`config.mk`:
```
export PLATFORM = sky130hd
export DESIGN_NAME = aod_output_ctrl
export DESIGN_NICKNAME = d
export VERILOG_FILES = /design/src/aod_pkg.sv /design/src/aod_pin_sync.sv /design/src/aod_output_ctrl.sv
export SDC_FILE = /design/constraint.sdc
export NUM_CORES = 1
export LEC_CHECK = 0
export BUFFER_PORTS_ARGS = -buffer_cell sky130_fd_sc_hd__buf_2
export CORE_MARGIN = 5
export CORE_UTILIZATION = 47
export DETAILED_ROUTE_END_ITERATION = 8
export PLACE_DENSITY = 0.84
export RECOVER_POWER = 50
export SYNTH_ARGS = -nofsm -noshare
export SYNTH_HDL_FRONTEND = slang
export SYNTH_SLANG_ARGS = --single-unit
```
`constraint.sdc`:
```
create_clock -name i_ref_clk -period 2.18 [get_ports i_ref_clk]
set_input_delay 0.327 -clock i_ref_clk [delete_from_list [all_inputs] [get_ports i_ref_clk]]
set_output_delay 0.327 -clock i_ref_clk [all_outputs]
set_load 0.01 [all_outputs]
```
`src/aod_pkg.sv`:
```
// Constants and types for the auxiliary output drive control block.
// Assumes a 32-bit APB master and factory sequencing straps held steady.
// Behaviour
// Drive style: off, battery-neg, ground, push-pull
// Style off keeps pin high impedance
// Sequencing code 101/110 makes pin-controllable part
// Asserted: neg, hi-z, neg per style
// Deasserted: hi-z, ground, ground per style
// Control bit1 clear: bit0 alone asserts
// Bit1 set: follow pin, bit0 picks polarity
// Non-capable part: pin never affects output
// Pin synchronised; output updates within cycles
package aod_pkg;

  // Register byte offsets
  localparam logic [7:0] AOD_CFG_OFS = 8'h00;
  localparam logic [7:0] AOD_STRAP_OFS = 8'h04;
  localparam logic [7:0] AOD_STAT_OFS = 8'h08;

  // aux_output_config fields
  localparam int AOD_STYLE_LSB = 0;
  localparam int AOD_CTL_LSB = 2;
  localparam logic [3:0] AOD_CFG_RST = 4'h0;

  // Status fields
  localparam int AOD_ST_PIN_LO = 0;
  localparam int AOD_ST_PIN_OE = 1;
  localparam int AOD_ST_ASSERT = 2;
  localparam int AOD_ST_AUXIN = 3;
  localparam int AOD_ST_CAPABLE = 4;

  // Sequencing codes that hand a rail to the control input
  localparam logic [2:0] AOD_SEQ_PIN_LOW = 3'h5;
  localparam logic [2:0] AOD_SEQ_PIN_HIGH = 3'h6;
  localparam int AOD_SEQ_W = 3;

  // Reset values of the output and bus flops
  localparam logic AOD_PIN_OE_RST = 1'b0;
  localparam logic AOD_PIN_LO_RST = 1'b0;
  localparam logic [31:0] AOD_RDATA_RST = 32'h0000_0000;

  // Synchroniser depth in flops
  localparam int AOD_SYNC_STAGES = 3;

  typedef enum logic [1:0] {
    AOD_STYLE_OFF = 2'b00,
    AOD_STYLE_NEG = 2'b01,
    AOD_STYLE_GND = 2'b10,
    AOD_STYLE_PP = 2'b11
  } aod_style_e;

endpackage : aod_pkg

```
`src/aod_pin_sync.sv`:
```
// Three-flop synchroniser with agreement filter for the control input.
// Assumes the pin is asynchronous to i_ref_clk.
`timescale 1ns/1ps
module aod_pin_sync
  import aod_pkg::*;
(
  input wire logic i_ref_clk,
  input wire logic i_rst_b,
  input wire logic i_pin,
  output logic o_level
);

  logic [AOD_SYNC_STAGES-1:0] stage_reg;
  logic [AOD_SYNC_STAGES-1:0] stage_next;
  logic level_reg;
  logic level_next;

  always_comb begin
    stage_next = {stage_reg[AOD_SYNC_STAGES-2:0], i_pin};
    // Only the second and third flops are compared
    level_next = (stage_reg[1] == stage_reg[2]) ? stage_reg[2] : level_reg;
  end

  always_ff @(posedge i_ref_clk or negedge i_rst_b) begin
    if (!i_rst_b) begin
      stage_reg <= '0;
      level_reg <= 1'b0;
    end else begin
      stage_reg <= stage_next;
      level_reg <= level_next;
    end
  end

  assign o_level = level_reg;

endmodule : aod_pin_sync

```
`src/aod_output_ctrl.sv`:
```
// Drive control for the level-shifted multipurpose output, with an APB
// register slave. Assumes the sequencing straps are static while running
// and the control input pin may change at any time.
//
// Decided for this implementation: the register addresses and the APB slave port.
`timescale 1ns/1ps
module aod_output_ctrl
  import aod_pkg::*;
#(
  parameter int N_SWITCHER = 2,
  parameter int N_LINREG = 2,
  parameter int ADDR_W = 8
) (
  input wire logic i_ref_clk,
  input wire logic i_rst_b,
  // APB slave
  input wire logic i_psel,
  input wire logic i_penable,
  input wire logic i_pwrite,
  input wire logic [ADDR_W-1:0] i_paddr,
  input wire logic [31:0] i_pwdata,
  input wire logic [3:0] i_pstrb,
  output logic o_pready,
  output logic [31:0] o_prdata,
  output logic o_pslverr,
  // Factory sequencing straps
  input wire logic [N_SWITCHER*AOD_SEQ_W-1:0] i_switcher_seq_sel,
  input wire logic [N_LINREG*AOD_SEQ_W-1:0] i_linreg_seq_sel,
  // Control input pin
  input wire logic i_aux_control_input,
  // Multipurpose output: level low pulls to battery_neg_rail, high to ground
  output logic o_multipurpose_output_o,
  output logic o_multipurpose_output_oe
);

  ////////////////////////////////////////////////////////////////////////
  // Decoding

  function automatic logic is_pin_seq(input logic [AOD_SEQ_W-1:0] code);
    is_pin_seq = (code == AOD_SEQ_PIN_LOW) || (code == AOD_SEQ_PIN_HIGH);
  endfunction : is_pin_seq

  function automatic logic addr_hit(input logic [ADDR_W-1:0] addr,
                                    input logic [7:0] ofs);
    addr_hit = (addr == ADDR_W'(ofs));
  endfunction : addr_hit

  ////////////////////////////////////////////////////////////////////////
  // Control input synchroniser

  logic aux_in_level;

  aod_pin_sync u_pin_sync (
    .i_ref_clk(i_ref_clk),
    .i_rst_b(i_rst_b),
    .i_pin(i_aux_control_input),
    .o_level(aux_in_level)
  );

  ////////////////////////////////////////////////////////////////////////
  // Strap capture after reset release

  logic [N_SWITCHER+N_LINREG-1:0] field_hit;
  logic captured_reg;
  logic captured_next;
  logic capable_reg;
  logic capable_next;
  logic [N_SWITCHER*AOD_SEQ_W-1:0] sw_seq_reg;
  logic [N_SWITCHER*AOD_SEQ_W-1:0] sw_seq_next;
  logic [N_LINREG*AOD_SEQ_W-1:0] lr_seq_reg;
  logic [N_LINREG*AOD_SEQ_W-1:0] lr_seq_next;

  genvar gi;
  generate
    for (gi = 0; gi < N_SWITCHER; gi++) begin : g_sw
      assign field_hit[gi] = is_pin_seq(i_switcher_seq_sel[gi*AOD_SEQ_W +: AOD_SEQ_W]);
    end
    for (gi = 0; gi < N_LINREG; gi++) begin : g_lr
      assign field_hit[N_SWITCHER+gi] =
        is_pin_seq(i_linreg_seq_sel[gi*AOD_SEQ_W +: AOD_SEQ_W]);
    end
  endgenerate

  always_comb begin
    captured_next = 1'b1;
    capable_next = capable_reg;
    sw_seq_next = sw_seq_reg;
    lr_seq_next = lr_seq_reg;
    if (!captured_reg) begin
      capable_next = |field_hit;
      sw_seq_next = i_switcher_seq_sel;
      lr_seq_next = i_linreg_seq_sel;
    end
  end

  always_ff @(posedge i_ref_clk or negedge i_rst_b) begin
    if (!i_rst_b) begin
      captured_reg <= 1'b0;
      capable_reg <= 1'b0;
      sw_seq_reg <= '0;
      lr_seq_reg <= '0;
    end else begin
      captured_reg <= captured_next;
      capable_reg <= capable_next;
      sw_seq_reg <= sw_seq_next;
      lr_seq_reg <= lr_seq_next;
    end
  end

  ////////////////////////////////////////////////////////////////////////
  // APB slave and aux_output_config

  logic [3:0] cfg_reg;
  logic [3:0] cfg_next;
  logic pready_reg;
  logic pready_next;
  logic [31:0] prdata_reg;
  logic [31:0] prdata_next;
  logic pslverr_reg;
  logic pslverr_next;
  logic [31:0] rd_mux;
  logic mapped;
  logic [4:0] status;

  always_comb begin
    mapped = addr_hit(i_paddr, AOD_CFG_OFS) || addr_hit(i_paddr, AOD_STRAP_OFS)
             || addr_hit(i_paddr, AOD_STAT_OFS);
    rd_mux = '0;
    if (addr_hit(i_paddr, AOD_CFG_OFS)) begin
      rd_mux = {28'h0, cfg_reg};
    end else if (addr_hit(i_paddr, AOD_STRAP_OFS)) begin
      rd_mux[N_SWITCHER*AOD_SEQ_W-1:0] = sw_seq_reg;
      rd_mux[16 +: N_LINREG*AOD_SEQ_W] = lr_seq_reg;
    end else if (addr_hit(i_paddr, AOD_STAT_OFS)) begin
      rd_mux = {27'h0, status};
    end
  end

  always_comb begin
    cfg_next = cfg_reg;
    pready_next = 1'b0;
    prdata_next = prdata_reg;
    pslverr_next = 1'b0;
    // One wait state: pready rises in the second access cycle
    if (i_psel && i_penable && !pready_reg) begin
      pready_next = 1'b1;
      pslverr_next = !mapped;
      prdata_next = i_pwrite ? '0 : rd_mux;
    end
    // Write takes effect at the completing edge
    if (i_psel && i_penable && pready_reg && i_pwrite && i_pstrb[0]
        && addr_hit(i_paddr, AOD_CFG_OFS)) begin
      cfg_next = i_pwdata[3:0];
    end
  end

  always_ff @(posedge i_ref_clk or negedge i_rst_b) begin
    if (!i_rst_b) begin
      cfg_reg <= AOD_CFG_RST;
      pready_reg <= 1'b0;
      prdata_reg <= AOD_RDATA_RST;
      pslverr_reg <= 1'b0;
    end else begin
      cfg_reg <= cfg_next;
      pready_reg <= pready_next;
      prdata_reg <= prdata_next;
      pslverr_reg <= pslverr_next;
    end
  end

  ////////////////////////////////////////////////////////////////////////
  // Assertion source and pin drive

  aod_style_e style;
  logic [1:0] ctl;
  logic asserted;
  logic pin_lo_reg;
  logic pin_lo_next;
  logic pin_oe_reg;
  logic pin_oe_next;

  always_comb begin
    style = aod_style_e'(cfg_reg[AOD_STYLE_LSB +: 2]);
    ctl = cfg_reg[AOD_CTL_LSB +: 2];
    if (ctl[1] && capable_reg) begin
      // Bit0 clear: assert while pin low; set: while pin high
      asserted = ctl[0] ? aux_in_level : !aux_in_level;
    end else begin
      asserted = ctl[0];
    end
  end

  always_comb begin
    pin_lo_next = 1'b0;
    pin_oe_next = 1'b0;
    case (style)
      AOD_STYLE_OFF: begin
        pin_oe_next = 1'b0;
      end
      AOD_STYLE_NEG: begin
        pin_oe_next = asserted;
        pin_lo_next = 1'b0;
      end
      AOD_STYLE_GND: begin
        pin_oe_next = !asserted;
        pin_lo_next = 1'b1;
      end
      AOD_STYLE_PP: begin
        pin_oe_next = 1'b1;
        pin_lo_next = !asserted;
      end
      default: begin
        pin_oe_next = 1'b0;
      end
    endcase
  end

  always_ff @(posedge i_ref_clk or negedge i_rst_b) begin
    if (!i_rst_b) begin
      pin_lo_reg <= AOD_PIN_LO_RST;
      pin_oe_reg <= AOD_PIN_OE_RST;
    end else begin
      pin_lo_reg <= pin_lo_next;
      pin_oe_reg <= pin_oe_next;
    end
  end

  always_comb begin
    status = '0;
    status[AOD_ST_PIN_LO] = pin_lo_reg;
    status[AOD_ST_PIN_OE] = pin_oe_reg;
    status[AOD_ST_ASSERT] = asserted;
    status[AOD_ST_AUXIN] = aux_in_level;
    status[AOD_ST_CAPABLE] = capable_reg;
  end

  assign o_pready = pready_reg;
  assign o_prdata = prdata_reg;
  assign o_pslverr = pslverr_reg;
  assign o_multipurpose_output_o = pin_lo_reg;
  assign o_multipurpose_output_oe = pin_oe_reg;

endmodule : aod_output_ctrl

```
; ---- After elaboration in Yosys (flattened, before gate mapping)
; Index checks and enable logic that the tools add are counted.
[classes]
eq_ne = 14
muxes = 13
n_reduce_logical = 20
[ops]
columns = op, n
row1 = $mux 32, 2
row2 = $eq 3x3->1 const B, 8
row3 = $mux 10, 2
row4 = $mux 6, 2
row5 = $eq 8x3->1 const B, 1
row6 = $eq 8x4->1 const B, 1
row7 = $logic_not 8->1, 1
row8 = $logic_and 1x1->1, 7
row9 = $logic_or 1x1->1, 6
row10 = $mux 5, 1
row11 = $eq 2x2->1 const B, 2
row12 = $logic_not 1->1, 4
row13 = $mux 1, 4
row14 = $pmux 1 s4, 1
row15 = $reduce_or 4->1, 1
row16 = $eq 2x1->1 const B, 1
row17 = $logic_not 2->1, 1
row18 = $pmux 1 s2, 1
row19 = $eq 1x1->1, 1
[word_totals]
regBits = 58

; ---- Logic depth before layout (Yosys ltp)
[depth]
word_depth = 7
depth_mapped = 6

; ---- Hierarchy
; From an unflattened synthesis, not the netlist that was laid out.
[unflattened]
cells_unflattened = 152
area_unflattened_um2 = 1744.2
[by_module_without_submodules]
columns = module, instances, cells_each, area_per_inst_um2, seq_area_each_um2
row1 = aod_output_ctrl, 1, 147, 1632.8, 850.8
row2 = aod_pin_sync, 1, 5, 111.4, 100.1

; ---- Least setup slack after synthesis
; OpenSTA, ideal clock, no wires.
[synth_path]
path_type = input to register
start = input port i_paddr[5]
end = register prdata_reg[2], in the netlist o_prdata[2]
arrival_ns = 1.708
t_required_ns = 2.114
path_slack_ns = 0.406
cell_stages = 4
path_buffers = 0
path_cell_list = or4_4 or4_4 a2111oi_2 a22o_1
[synth_between]
elab_chain_len = 5
word_cells_on_any_way = 7
classes_between = eq/ne: 2 / mux: 4 / reduce/logical: 1
[synth_rtl]
columns = element, line
row1 = "start, declared", aod_output_ctrl.sv:20  ; input wire logic [ADDR_W-1:0] i_paddr,
row2 = $eq 8x4->1, aod_output_ctrl.sv:45  ; addr_hit = (addr == ADDR_W'(ofs));
row3 = $mux 5, aod_output_ctrl.sv:134  ; end else if (addr_hit(i_paddr, AOD_STAT_OFS)) begin
row4 = $mux 6, aod_output_ctrl.sv:131  ; end else if (addr_hit(i_paddr, AOD_STRAP_OFS)) begin
row5 = $mux 32 *, aod_output_ctrl.sv:129  ; if (addr_hit(i_paddr, AOD_CFG_OFS)) begin
row6 = $mux 32 *, aod_output_ctrl.sv:148  ; prdata_next = i_pwrite ? '0 : rd_mux;
row7 = "end signal, assigned", aod_output_ctrl.sv:166  ; prdata_reg <= prdata_next;
row8 = "end, declared", aod_output_ctrl.sv:117  ; logic [31:0] prdata_reg;
; Mark *: on every way between the ends. The rest lies on a longest branch, timed or not.
; A chain may end at the register's enable or synchronous reset.

; ---- Worst setup path after layout
[layout_path]
start = input port i_paddr[5]
end = register prdata_reg[16], in the netlist o_prdata[16]
[layout_between]
elab_chain_len = 4
word_cells_on_any_way = 5
classes_between = eq/ne: 1 / mux: 3 / reduce/logical: 1
[layout_rtl]
columns = element, line
row1 = $eq 8x3->1, aod_output_ctrl.sv:45
row2 = $mux 6, aod_output_ctrl.sv:131
row3 = $mux 32 *, aod_output_ctrl.sv:129
row4 = $mux 32 *, aod_output_ctrl.sv:148
; Marks and branches as above.

==> results.sh <==
export IMPL_synth_cell_types=29
export IMPL_use_met3_pct=4.26
export IMPL_htreeDepth=2
export IMPL_synth_compound_area_share_pct=7.97
export IMPL_fin_crit_sh_pct=76.1
export IMPL_setup_slack_ns=0.522
export IMPL_muxShareOfSynthArea_pct=12.7
export IMPL_synthTopCellsByCount="dfrtp_1 (38), nand2_1 (25), buf_4 (20), mux2_2 (17), o21ai_0 (12)"
export IMPL_relSlewSlack_pct=46.4
export IMPL_p_seq_share_pct=55.3
export IMPL_cts_root_buf="clkbuf_8"
export IMPL_port_buffers=46
export IMPL_switchingPower_uw=327
export IMPL_vias=1190
export IMPL_ant_nets=0
export IMPL_clkPwrFrac_pct=34.9
export IMPL_dieArea_sq_um=5030
export IMPL_ys_ff_latch=38
export IMPL_startpoint_type="primary input"
export IMPL_dp_hpwl_um=2640
export IMPL_use_met1_pct=16.1
export IMPL_diodes=0
export IMPL_coreArea_sq_um=3630
export IMPL_crit_path_max_incr_delay_ns=0.53
export IMPL_synth_top_area_share_pct=54.6
export IMPL_initialDrtViolationCount=18
export IMPL_finalSetupViolCount=0
export IMPL_cts_buffers=5
export IMPL_seq_area_frac_synth_pct=54.6
export IMPL_cp_slowest_cell="or4_4"
export IMPL_largest_register_ffs=12
export IMPL_fmax_mhz=603
export IMPL_grt_first_pass_wirelength_um=5440
export IMPL_p_comb_share_pct=9.8
export IMPL_swShare_pct=23.7
export IMPL_grt_overflow=0
export IMPL_routed_wl_um=3280
export IMPL_post_drt_wl_per_cell_um=13.0
export IMPL_intPower_mw=1.05
export IMPL_synth_edf_count=0
export IMPL_dr_pass1_iters=4
export IMPL_synth_top_flop_cell="dfrtp_1"
export IMPL_grt_max_degree=39
export IMPL_synth_xor_xnor_area_share_pct=2.51
export IMPL_ys_warn_count=0
export IMPL_critPathTopFamily="simple AND/OR/NAND/NOR gates"
export IMPL_end_kind="flop"
export IMPL_nNetsFinal=266
export IMPL_worstSkewPairLatency_ns=0.28
export IMPL_holdBufCountCts=0
export IMPL_antenna_found_initial=0
export IMPL_finalHoldViolCount=0
export IMPL_status="finished clean"
export IMPL_synthAdderAreaFrac_pct=0.574
export IMPL_synth_top_family_by_area="multiplexers"
export IMPL_p_leak_nw=1.00
export IMPL_drive_above_1_share_pct=35.6
export IMPL_num_rows=22
export IMPL_worst_path_buf_inv=1
export IMPL_worstPathRequired_ns=2.37
export IMPL_crit_fanout=7
export IMPL_ir_drop_mv=0.360
export IMPL_cts_resized=0
export IMPL_cts_setup_buffers=0
export IMPL_tritoncts="yes"
export IMPL_synth_simple_gate_area_share_pct=10.7
export IMPL_rsz0062_at_grt="no"
export IMPL_slew_viol_final=0
export IMPL_avgSynthCellArea_sq_um=11.1
export IMPL_drc=0
export IMPL_path_cells="buf_2 -> or4_4 -> nor4_1 -> nand3b_1 -> o21ai_0"
export IMPL_pre_cts_ws_ns=0.242
export IMPL_clk_path_buf_depth=2
export IMPL_grt_most_used_layer="met2"
export IMPL_cts_sink_count=38
export IMPL_arrival_ns=1.85
export IMPL_start_util_pct=48.0
export IMPL_gr_usage_met2_pct=23.3
export IMPL_path_clk_slew_ns=0.07
export IMPL_synth_top_cell_by_area="dfrtp_1"
export IMPL_die_y_um=70.9
export IMPL_hp_class="in2async"
export IMPL_min_period_ns=1.66
export IMPL_syn_to_final_growth_pct=16.2
export IMPL_power_density_nw_per_um2=682
export IMPL_worst_pin_slew_ns=0.804
export IMPL_setup_tns_ns=0
export IMPL_dpl_cell_area_sq_um=1930
export IMPL_synthCells=157
export IMPL_ioPinCount=98
export IMPL_synth_most_common_cell="dfrtp_1"
export IMPL_finalClockSkew_ns=0.00642
export IMPL_crit_type="in2reg"
export IMPL_synthArstFlopShare_pct=100
export IMPL_die_w_um=70.9
export IMPL_yosys_top_cells_area="dfrtp_1 (55%), mux2_2 (11%), buf_4 (8.6%), nand2_1 (5.4%), o21ai_0 (3.4%)"
export IMPL_final_area_sq_um=2020
export IMPL_gp_congestion=0.794
export IMPL_gr_usage_all_layers_pct=13.6
export IMPL_grt_pass1_vias=1192
export IMPL_vias_per_cell=4.70
export IMPL_maxCapViolCount=0
export IMPL_syn_area_sq_um=1740
[layout make-up]
cell class	instances	area, sq um
clock inverters	2	12.5
clock buffers	6	82.6
fillers	350	1610
inverters	3	11.3
multi-input cells	110	679
repair buffers	46	228
well taps	48	60.1
flip-flops and latches	38	951
[power by group through the flow]
stage | logic, mW | clock network [mW] | registers (mW)
final | 0.136 | 0.482 | 0.763
after global routing | 0.153 | 0.524 | 0.767
after CTS | 0.138 | 0.495 | 0.763
after detailed placement | 0.137 | 0 | 0.776
after global placement | 0.133 | 0 | 0.774
after floorplan | 0.111 | 0 | 0.766
[worst register-to-register path, delay by kind of cell (launching register included)]
family           cells  cell delay, ns
AND/OR/NAND/NOR      1            0.43
flip-flops           1            0.39
AO/OA/AOI/OAI        2            0.53
[per-stage QoR]
step / hold WS [ns] / cells / util [%] / power (mW)
2_1_floorplan: 0.0314 / 176 / - / 0.877
6_report: 0.132 / 253 / 55.7 / 1.38
4_1_cts: 0.142 / 253 / 55.8 / 1.40
3_5_place_dp: 0.336 / 245 / 53.2 / 0.914
5_1_grt: 0.133 / 253 / 55.7 / 1.44
3_3_place_gp: 0.332 / 245 / 53.2 / 0.907
[cell families after synthesis]
family	after synthesis
compound gates	23
xor+xnor	5
fa+ha+maj	1
buf+inv	28
flops	38
mux	20
other cells	2
simple gates	40
[placed cells by master (no fill, tap or decap)]
master	instances
or4_4	2
xor2_1	5
mux2i_1	3
o21a_1	1
nor2_1	4
buf_2	44
a22o_1	1
clkinv_1	1
clkbuf_1	2
dfrtp_1	38
nor3_1	2
nor4_1	2
a21oi_1	5
o31ai_1	1
clkinvlp_4	1
clkbuf_8	6
conb_1	21
nand3_1	1
mux2_2	17
maj3_1	1
nand2_1	25
inv_1	2
a22oi_1	2
or2_2	1
a2111oi_2	1
clkinv_2	1
nor2b_1	1
nand3b_1	2
o21ai_0	12
[routing by layer]
metal,share of wire [%],up-vias
li1,-,584
met1,40,552
met2,49,49
met3,10,5
met4,1.1,0
met5,0,-
[path summary, 6_finish.rpt]
check / start / endpoint / slack, ns / cells after the start
setup / recovery: i_paddr[5] / o_prdata[16] / 0.52 / 5
hold / removal: i_rst_b / u_pin_sync.stage_reg[1] / 0.13 / 1
setup reg to reg: o_pready / o_prdata[2] / 0.76 / 3
hold reg to reg: u_pin_sync.stage_reg[0] / u_pin_sync.stage_reg[1] / 0.35 / 0
max in group asynchronous: i_rst_b / sw_seq_reg[5] / 1.53 / 1
min in group i_ref_clk: i_aux_control_input / u_pin_sync.stage_reg[0] / 0.15 / 1
Power figures use the tool's default switching activity.
